===== src/serial_rx_pkg.sv =====
// Purpose: Constants and types for the asynchronous serial receiver.
// Assumes: Registers sit on 32-bit Avalon-MM words, data in bits 7:0.
// Notes:   Summary of operation follows.
package serial_rx_pkg;
  // ------------------------------------------------------------
  // Register byte offsets
  // ------------------------------------------------------------
  localparam logic [4:0] OFS_RX_STATUS_CONTROL = 5'h00;
  localparam logic [4:0] OFS_BAUD_CONTROL      = 5'h04;
  localparam logic [4:0] OFS_RX_DATA_PORT      = 5'h08;
  localparam logic [4:0] OFS_BAUD_DIVISOR_LOW  = 5'h0c;
  localparam logic [4:0] OFS_BAUD_DIVISOR_HIGH = 5'h10;
  localparam logic [4:0] OFS_TX_STATUS_CONTROL = 5'h14;
  localparam logic [4:0] OFS_IRQ_CONTROL       = 5'h18;
  // ------------------------------------------------------------
  // Field positions
  // ------------------------------------------------------------
  localparam int BIT_PORT_EN   = 7;  // Serial port enable
  localparam int BIT_NINE_EN   = 6;  // Nine-bit receive enable
  localparam int BIT_CONT_EN   = 4;  // Continuous receive enable
  localparam int BIT_FRAME_ERR = 2;  // Framing error, head entry
  localparam int BIT_OVERRUN   = 1;  // Overrun error
  localparam int BIT_NINTH     = 0;  // Ninth bit, head entry
  localparam int BIT_RX_IDLE   = 6;  // Receiver idle in baud control
  localparam int BIT_SYNC_SEL  = 4;  // Synchronous select in tx control
  localparam int BIT_RX_IE     = 0;  // Receive interrupt enable
  localparam int BIT_PERIPH_IE = 1;  // Peripheral interrupt enable
  localparam int BIT_GLOBAL_IE = 2;  // Global interrupt enable
  localparam int BIT_PENDING   = 3;  // Receive pending flag
  // ------------------------------------------------------------
  // Reset values and timing counts
  // ------------------------------------------------------------
  localparam logic [7:0] RST_BYTE      = 8'h00;
  localparam logic [3:0] OVS_LAST      = 4'hf;  // Sixteen ticks a bit
  localparam logic [3:0] OVS_VOTE_A    = 4'h7;  // Three samples at centre
  localparam logic [3:0] OVS_VOTE_B    = 4'h8;
  localparam logic [3:0] OVS_VOTE_C    = 4'h9;
  localparam logic [3:0] DATA_BITS_8   = 4'h8;
  localparam logic [3:0] DATA_BITS_9   = 4'h9;
  // ------------------------------------------------------------
  // Types
  // ------------------------------------------------------------
  typedef enum logic [3:0] {
    ST_IDLE  = 4'b0001,
    ST_START = 4'b0010,
    ST_DATA  = 4'b0100,
    ST_STOP  = 4'b1000
  } rx_state_type;
  typedef struct packed {
    logic       frame_err;  // Stop bit sampled low
    logic       ninth;      // Ninth data bit
    logic [7:0] data;       // Low eight data bits
  } rx_entry_type;
  typedef struct packed {
    logic port_en;
    logic nine_en;
    logic cont_en;
    logic sync_sel;
    logic rx_ie;
    logic periph_ie;
    logic global_ie;
  } rx_config_type;
endpackage


===== src/serial_rx.sv =====
// Purpose: Asynchronous serial receiver with two-deep FIFO.
// Assumes: Serial input synchronous to clk_in; Avalon-MM slave.
// Notes:   Waitrequest drops in the cycle after a request is seen.
`timescale 1ns/1ns
`default_nettype none
module serial_rx
  import serial_rx_pkg::*;
#(
  parameter int DEPTH = 2
) (
  input  wire logic        clk_in,
  input  wire logic        rst_n_in,
  input  wire logic        serial_receive_pin_in,
  input  wire logic [4:0]  address_in,
  input  wire logic        read_in,
  input  wire logic        write_in,
  input  wire logic [31:0] writedata_in,
  input  wire logic [3:0]  byteenable_in,
  output logic      [31:0] readdata_out,
  output logic             waitrequest_out,
  output logic             rx_irq_out
);
  // ------------------------------------------------------------
  // Declarations
  // ------------------------------------------------------------
  localparam int CW = $clog2(DEPTH + 1);          // Count width
  localparam int PW = (DEPTH > 1) ? $clog2(DEPTH) : 1;
  localparam logic [CW-1:0] FULL_COUNT = CW'(DEPTH);

  rx_config_type cfg;                 // Software controls
  logic [15:0]   baud_divisor;        // Ticks every divisor+1 clocks
  logic [15:0]   div_count;           // Tick down-counter
  logic          tick;                // One-cycle 16x tick
  rx_state_type  state;               // Recovery state
  logic [3:0]    ovs;                 // Tick within bit
  logic [3:0]    bit_count;           // Data bits shifted
  logic [1:0]    votes;               // First two centre samples
  logic [8:0]    receive_shift_register;
  logic          line_prev;           // Line one cycle ago
  rx_entry_type  fifo [DEPTH];        // Character storage
  logic [PW-1:0] wr_ptr;
  logic [PW-1:0] rd_ptr;
  logic [CW-1:0] count;               // Entries held
  logic          overrun_error_flag;
  logic          receive_pending_flag;
  logic          rx_on;               // Asynchronous receive mode
  logic          vote;                // Majority of three samples
  logic          bit_decide;          // Centre decision cycle
  logic          stop_done;           // Stop bit resolved
  logic          push;                // Character into FIFO
  logic          pop;                 // Data port read accepted
  logic          bus_req;             // Any request
  logic          bus_take;            // Request accepted this edge
  logic          bus_wr;              // Accepted write, lane 0
  logic [7:0]    wbyte;
  logic [3:0]    nbits;
  rx_entry_type  head;                // Oldest entry
  rx_entry_type  wentry;              // Entry being written
  logic [31:0]   next_readdata;

  // Majority of three samples
  function automatic logic majority(input logic a, input logic b,
                                    input logic c);
    majority = (a & b) | (a & c) | (b & c);
  endfunction

  // Pointer advance with wrap at DEPTH
  function automatic logic [PW-1:0] ptr_inc(input logic [PW-1:0] p);
    ptr_inc = (p == PW'(DEPTH - 1)) ? '0 : p + PW'(1);
  endfunction

  // ------------------------------------------------------------
  // Mode and bus decode
  // ------------------------------------------------------------
  // mode select gate
  assign rx_on   = cfg.cont_en & cfg.port_en & ~cfg.sync_sel;
  assign bus_req = read_in | write_in;
  // Accepted only at the edge where waitrequest is low
  assign bus_take = bus_req & ~waitrequest_out;
  assign bus_wr   = bus_take & write_in & byteenable_in[0];
  assign wbyte    = writedata_in[7:0];
  assign pop  = bus_take & read_in & (address_in == OFS_RX_DATA_PORT)
                & (count != '0);
  assign head = fifo[rd_ptr];
  assign nbits = cfg.nine_en ? DATA_BITS_9 : DATA_BITS_8;

  // ------------------------------------------------------------
  // Bus handshake: one wait cycle per request
  // ------------------------------------------------------------
  always_ff @(posedge clk_in or negedge rst_n_in) begin
    if (!rst_n_in) begin
      waitrequest_out <= 1'b1;
    end else begin
      // Drop for one cycle once a request is seen
      waitrequest_out <= ~(bus_req & waitrequest_out);
    end
  end

  // Read data mux; unmapped words read zero
  always_comb begin
    next_readdata = '0;
    unique case (address_in)
      OFS_RX_STATUS_CONTROL: begin
        next_readdata[BIT_PORT_EN]   = cfg.port_en;
        next_readdata[BIT_NINE_EN]   = cfg.nine_en;
        next_readdata[BIT_CONT_EN]   = cfg.cont_en;
        next_readdata[BIT_FRAME_ERR] = head.frame_err & (count != '0);
        next_readdata[BIT_OVERRUN]   = overrun_error_flag;
        next_readdata[BIT_NINTH]     = head.ninth & (count != '0);
      end
      OFS_BAUD_CONTROL:
        next_readdata[BIT_RX_IDLE] = (state == ST_IDLE);
      OFS_RX_DATA_PORT:
        next_readdata[7:0] = (count != '0) ? head.data : RST_BYTE;
      OFS_BAUD_DIVISOR_LOW:  next_readdata[7:0] = baud_divisor[7:0];
      OFS_BAUD_DIVISOR_HIGH: next_readdata[7:0] = baud_divisor[15:8];
      OFS_TX_STATUS_CONTROL:
        next_readdata[BIT_SYNC_SEL] = cfg.sync_sel;
      OFS_IRQ_CONTROL: begin
        next_readdata[BIT_RX_IE]     = cfg.rx_ie;
        next_readdata[BIT_PERIPH_IE] = cfg.periph_ie;
        next_readdata[BIT_GLOBAL_IE] = cfg.global_ie;
        next_readdata[BIT_PENDING]   = receive_pending_flag;
      end
      default: next_readdata = '0;
    endcase
  end

  // Read data registered while waitrequest is high
  always_ff @(posedge clk_in or negedge rst_n_in) begin
    if (!rst_n_in) begin
      readdata_out <= '0;
    end else if (bus_req & waitrequest_out & read_in) begin
      readdata_out <= next_readdata;
    end
  end

  // ------------------------------------------------------------
  // Control registers
  // ------------------------------------------------------------
  always_ff @(posedge clk_in or negedge rst_n_in) begin
    if (!rst_n_in) begin
      cfg          <= '0;
      baud_divisor <= {RST_BYTE, RST_BYTE};
    end else if (bus_wr) begin
      unique case (address_in)
        OFS_RX_STATUS_CONTROL: begin
          cfg.port_en <= wbyte[BIT_PORT_EN];
          cfg.nine_en <= wbyte[BIT_NINE_EN];
          cfg.cont_en <= wbyte[BIT_CONT_EN];
        end
        OFS_BAUD_DIVISOR_LOW:  baud_divisor[7:0]  <= wbyte;
        OFS_BAUD_DIVISOR_HIGH: baud_divisor[15:8] <= wbyte;
        OFS_TX_STATUS_CONTROL: cfg.sync_sel <= wbyte[BIT_SYNC_SEL];
        OFS_IRQ_CONTROL: begin
          cfg.rx_ie     <= wbyte[BIT_RX_IE];
          cfg.periph_ie <= wbyte[BIT_PERIPH_IE];
          cfg.global_ie <= wbyte[BIT_GLOBAL_IE];
        end
        // Read-only and unmapped words ignore writes
        default: ;
      endcase
    end
  end

  // ------------------------------------------------------------
  // Oversampling tick
  // ------------------------------------------------------------
  // divisor counted on clk_in
  always_ff @(posedge clk_in or negedge rst_n_in) begin
    if (!rst_n_in) begin
      div_count <= '0;
    end else if (!rx_on || div_count == '0) begin
      // Reload keeps the tick phase fresh after enable
      div_count <= baud_divisor;
    end else begin
      div_count <= div_count - 16'(1);
    end
  end
  assign tick = rx_on & (div_count == '0);

  // ------------------------------------------------------------
  // Data recovery
  // ------------------------------------------------------------
  // centre decision and vote
  assign bit_decide = tick & (ovs == OVS_VOTE_C);
  assign vote = majority(votes[0], votes[1], serial_receive_pin_in);
  assign stop_done = bit_decide & (state == ST_STOP);

  // Line history for edge detection
  always_ff @(posedge clk_in or negedge rst_n_in) begin
    if (!rst_n_in) begin
      line_prev <= 1'b1;
    end else begin
      line_prev <= serial_receive_pin_in;
    end
  end

  // Recovery state machine
  always_ff @(posedge clk_in or negedge rst_n_in) begin
    if (!rst_n_in) begin
      state     <= ST_IDLE;
      ovs       <= '0;
      bit_count <= '0;
    end else if (!rx_on) begin
      // Leaving the mode abandons any partial character
      state <= ST_IDLE;
    end else begin
      // sixteen ticks per bit
      // Placed ahead of the case so that the restart below wins over it
      if (tick) begin
        ovs <= (ovs == OVS_LAST) ? '0 : ovs + 4'(1);
      end
      unique case (state)
        ST_IDLE: begin
          if (line_prev && !serial_receive_pin_in && !overrun_error_flag) begin
            state <= ST_START;
            ovs   <= '0;
          end
        end
        ST_START: begin
          if (bit_decide) begin
            state     <= vote ? ST_IDLE : ST_DATA;
            bit_count <= '0;
          end
        end
        ST_DATA: begin
          if (bit_decide) begin
            bit_count <= bit_count + 4'(1);
            if (bit_count + 4'(1) == nbits) begin
              state <= ST_STOP;
            end
          end
        end
        ST_STOP: begin
          if (bit_decide) begin
            state <= ST_IDLE;
          end
        end
        default: state <= ST_IDLE;
      endcase
    end
  end

  // Centre samples ahead of the vote
  always_ff @(posedge clk_in or negedge rst_n_in) begin
    if (!rst_n_in) begin
      votes <= '0;
    end else if (tick && ovs == OVS_VOTE_A) begin
      votes[0] <= serial_receive_pin_in;
    end else if (tick && ovs == OVS_VOTE_B) begin
      votes[1] <= serial_receive_pin_in;
    end
  end

  // voted bit shifted in, LSB first
  always_ff @(posedge clk_in or negedge rst_n_in) begin
    if (!rst_n_in) begin
      receive_shift_register <= '0;
    end else if (bit_decide && state == ST_DATA) begin
      receive_shift_register <= {vote, receive_shift_register[8:1]};
    end
  end

  // ------------------------------------------------------------
  // Receive FIFO
  // ------------------------------------------------------------
  // push at stop unless full
  assign push = stop_done & (count != FULL_COUNT);
  always_comb begin
    wentry = '0;
    wentry.frame_err = ~vote;
    if (cfg.nine_en) begin
      wentry.ninth = receive_shift_register[8];
      wentry.data  = receive_shift_register[7:0];
    end else begin
      wentry.data  = receive_shift_register[8:1];
    end
  end

  // Storage written by index
  genvar gi;
  generate
    for (gi = 0; gi < DEPTH; gi++) begin : g_slot
      always_ff @(posedge clk_in or negedge rst_n_in) begin
        if (!rst_n_in) begin
          fifo[gi] <= '0;
        end else if (push && wr_ptr == PW'(gi)) begin
          fifo[gi] <= wentry;
        end
      end
    end
  endgenerate

  always_ff @(posedge clk_in or negedge rst_n_in) begin
    if (!rst_n_in) begin
      wr_ptr <= '0;
      rd_ptr <= '0;
      count  <= '0;
    end else begin
      if (push) begin
        wr_ptr <= ptr_inc(wr_ptr);
      end
      if (pop) begin
        rd_ptr <= ptr_inc(rd_ptr);
      end
      // Simultaneous push and pop keep the count
      if (push && !pop) begin
        count <= count + CW'(1);
      end else if (pop && !push) begin
        count <= count - CW'(1);
      end
    end
  end

  // ------------------------------------------------------------
  // Flags and interrupt
  // ------------------------------------------------------------
  // overrun set, cleared by enable
  always_ff @(posedge clk_in or negedge rst_n_in) begin
    if (!rst_n_in) begin
      overrun_error_flag <= 1'b0;
    end else if (stop_done && count == FULL_COUNT && !pop) begin
      // Set wins over the enable clear
      overrun_error_flag <= 1'b1;
    end else if (!cfg.cont_en) begin
      overrun_error_flag <= 1'b0;
    end
  end

  always_ff @(posedge clk_in or negedge rst_n_in) begin
    if (!rst_n_in) begin
      receive_pending_flag <= 1'b0;
    end else begin
      receive_pending_flag <= rx_on & (count != '0);
    end
  end

  always_ff @(posedge clk_in or negedge rst_n_in) begin
    if (!rst_n_in) begin
      rx_irq_out <= 1'b0;
    end else begin
      rx_irq_out <= rx_on & (count != '0) & cfg.rx_ie
                    & cfg.periph_ie & cfg.global_ie;
    end
  end
endmodule  // serial_rx
`default_nettype wire


===== config.mk =====
export PLATFORM = sky130hd
export DESIGN_NAME = serial_rx
export DESIGN_NICKNAME = d
export VERILOG_FILES = /design/src/serial_rx_pkg.sv /design/src/serial_rx.sv
export SDC_FILE = /design/constraint.sdc
export NUM_CORES = 1
export LEC_CHECK = 0
export BUFFER_PORTS_ARGS = -buffer_cell sky130_fd_sc_hd__buf_4
export CAP_MARGIN = 20
export CORE_AREA = 4 4 95 133
export CTS_CLUSTER_SIZE = 12
export DETAILED_ROUTE_END_ITERATION = 16
export DIE_AREA = 0 0 99 137
export GPL_TIMING_DRIVEN = 0
export SKIP_CTS_REPAIR_TIMING = 1
export SKIP_LAST_GASP = 1
export SLEW_MARGIN = 40
export SYNTH_ARGS = -nofsm -noshare
export SYNTH_HDL_FRONTEND = slang
export SYNTH_SLANG_ARGS = --single-unit

===== constraint.sdc =====
create_clock -name clk_in -period 5.3 [get_ports clk_in]
set_input_delay 0 -clock clk_in [delete_from_list [all_inputs] [get_ports clk_in]]
set_output_delay 0 -clock clk_in [all_outputs]
set_load 0.02 [all_outputs]

==> impl_metrics.csv <==
group,metric,value,unit
critical_path,end_kind,"flop",
drt,drt_iter0_markers,210,
floorplan,dieWidth,99,um
pwr,peakVddDrop,0.000194,V
timing,period_needed,2.49,ns
cells_and_area,area_growth,17.7,%
drt,ant_nets,0,
critical_path,ff2ff_path_depth,7,
drt,wl_per_cell,16.7,um
clock_network,clk_latency,0.34,ns
logic_synthesis,synth_area_per_cell,11.0,um^2
pwr,total_power,1.78,mW
clock_network,path_clk_slew,0.07,ns
global_route,grt_use_total,0.175,
floorplan,dieArea,0.0136,mm^2
logic_synthesis,ys_seq_area_frac,0.488,
drt,via_per_inst,5.37,
cells_and_area,antenna_cells,0,
min_path,min_to,"readdata_out[6]",
critical_path,worstPathRequired,5.53,ns
clock_network,cts_tree,"done",
global_route,grt_max_degree,100,
flow_run,drv_cap,0,
timing,setup_viol,0,
timing,slew_viol_final,0,
timing,holdWs,-0.0204,ns
drt,drt_pass1_iterations,4,
logic_synthesis,synth_top_area_cell,"dfrtp_1",
logic_synthesis,yosys-top-cells-area,"dfrtp_1, mux2_2, o21ai_0",
critical_path,startpoint_type,"flop",
logic_synthesis,synth-edff-count,0,
drt,drc,0,
drt,vias,3686,
place,post_dp_cell_area,0.00558,mm^2
cells_and_area,final_net_count,590,
clock_network,htreeDepth,3,
critical_path,rrSetupSlack,2.81,ns
logic_synthesis,synthFlopType,"dfrtp_1",
pwr,cellLeakagePower,2.84,nW
floorplan,initial_core_util,0.449,
floorplan,core_area,0.0113,mm^2
critical_path,path_class,"reg2reg",
timing,period_share,0.469,
global_route,grt_antenna_before_repair,0,
critical_path,worstReg2RegEnd,"count[1]",
timing,max_freq,0.402,GHz
place,dp_hpwl,8310,um
floorplan,num_rows,46,
timing,rsz0062_at_grt,"no",
logic_synthesis,synth_seq_cells,99,
logic_synthesis,synthDistinctLibCells,56,
drt,wl,11400,um
place,place_congestion,0.861,
floorplan,ioPinCount,80,
clock_network,cts_sinks,99,
logic_synthesis,syn_inst,463,
global_route,overflow,0,
clock_network,clock_path_buffers,2,
clock_network,cts_root_buffer,"clkbuf_16",
clock_network,numCtsBuffers,9,
timing,tns,0,ns
critical_path,crit_fanout,6,
logic_synthesis,synth_top_area_share,0.472,
pwr,powerDensity,298,mW/mm^2
drt,wl_met1,5050,um
place,port-buffer-count,28,
min_path,hold_start,"read_in",
run_status,status,"complete, but fails checks",
min_path,hold_class,"in2reg",
timing,clock-skew-final,0.00763,ns
min_path,hold-path-cell-count,3,
global_route,grt_pass1_wl,18800,um
logic_synthesis,postSynth.asyncResetShare,1.00,
floorplan,die_h,137,um
global_route,grt_pass1_vias,3686,
logic_synthesis,yosys_warnings,0,
drt,route.met3.wl,383,um
cells_and_area,drive_gt1_frac,0.284,
drt,dr_wl_met2,5700,um
timing,slew_headroom,0.486,
timing,finalHoldViolCount,1,
logic_synthesis,syn-cell-area,0.00509,mm^2
critical_path,cp.arrival,2.72,ns
run_status,violations,"negative hold slack",
drt,top_layer,"met4",
critical_path,r2r-start,"div_count[4]",
timing,tightest_slew,0.760,ns
cells_and_area,design_area,0.00599,mm^2
-- critical path, cell delays in order (launching register included) --
cell     delay [ns]
dfrtp_1        0.42
nor4_2         0.56
nand4_1        0.32
nor4_1         0.49
ha_1           0.24
xor2_1         0.15
nor2_1         0.07
xnor2_1        0.12
-- cell usage after synthesis, drive strengths merged, types with 2 or more instances --
master,n
mux2i,7
nand2,43
buf,29
nor2b,6
nand2b,2
a32oi,4
xnor2,11
and2,6
a41oi,2
inv,8
or4,3
or3,4
nor4,7
mux2,65
nand3,9
and3,4
nand4,4
dfstp,3
and3b,2
ha,7
a221oi,2
nor3b,2
nor4b,5
and4,2
a222oi,5
nor2,20
a22o,2
a21o,2
nor3,10
o221a,2
xor2,13
a21oi,8
o21ai,38
dfrtp,96
or2,2
clkbuf,13
a31oi,2
nand3b,5
-- through the flow --
step	setup slack [ns]	util	hold WS (ns)	cells
floorplan	3.05	-	-0.296	486
global placement	2.59	0.491	0.158	658
detailed placement	2.58	0.492	0.0889	658
CTS	2.57	0.516	-0.282	674
global route	2.61	0.528	0.00382	686
finish	2.81	0.528	-0.0204	686
-- flip-flops by register name, indices dropped and copies added (netlist names) --
register	cells
votes	2
readdata_out	8
overrun_error_flag	1
ovs	4
wr_ptr	1
receive_pending_flag	1
state	4
rx_irq_out	1
baud_divisor	16
bit_count	4
receive_shift_register	9
waitrequest_out	1
rd_ptr	1
cfg	7
line_prev	1
count	2
fifo	20
div_count	16
-- final cells by class --
class	count	area, um^2
timing repair buffer	40	338
clock inverter	6	50.0
fill	1024	5350
buffer	42	253
sequential	99	2480
inverter	8	30.0
multi-input combinational	337	2430
clock buffer	10	229
tap	144	180
-- cells by family (layout without fill, tap and decap cells) --
kind of cell / after synthesis / in the layout / synth area share
multiplexers: 72 / 72 / 0.158
XOR/XNOR: 24 / 24 / 0.0413
AND/OR/NAND/NOR: 137 / 137 / 0.147
buffers and inverters: 50 / 106 / 0.0556
other: 1 / 24 / 0.000737
flip-flops: 99 / 99 / 0.488
AO/OA/AOI/OAI: 73 / 73 / 0.0925
adder cells (fa/ha/maj): 7 / 7 / 0.0172
-- routing by layer --
metal  vias up  track usage
met1      1818        0.222
met3        16       0.0250
met4         0       0.0676
met5         -            0
li1       1764            -
met2        88        0.303
-- layout by cell type, fill, tap and decap left out, types with 3 or more instances in the layout --
master	Yosys	routed
nor4b_1	5	5
nor2b_1	6	6
a32oi_1	4	4
ha_1	7	7
nor3_1	8	6
clkbuf_1	13	14
nor2_1	20	20
buf_2	4	4
nor4_1	6	5
and2_1	6	6
nand3b_1	5	5
nand3_1	8	8
conb_1	1	24
nor3_2	1	3
or3_1	4	4
dfrtp_1	96	96
dlygate4sd3_1	0	12
mux2_2	65	65
xor2_1	13	13
mux2i_1	7	7
xnor2_1	11	11
and3_1	4	4
o21ai_0	37	37
a21oi_1	8	8
nand2_1	43	43
clkbuf_16	0	9
a222oi_1	5	5
buf_4	24	51
inv_1	8	8
dfstp_2	3	3
nand4_1	4	4
-- worst max-delay path by stage --
| stage | start | cells past startpoint | end |
|---|---|---|---|
| finish | div_count[4] | 7 | count[1] |
| global route | div_count[4] | 7 | count[1] |
| CTS | div_count[4] | 7 | count[1] |
| detailed placement | div_count[4] | 7 | count[1] |
| global placement | div_count[4] | 7 | count[1] |
| floorplan | div_count[4] | 7 | count[1] |
-- report_power, final --
| part | total [mW] | internal [mW] | switching (mW) |
|---|---|---|---|
| Combinational | 0.321 | 0.143 | 0.178 |
| Sequential | 0.845 | 0.798 | 0.0476 |
| Clock | 0.616 | 0.324 | 0.293 |
| Total | 1.78 | 1.26 | 0.518 |
(Power assumes the default switching activity.)
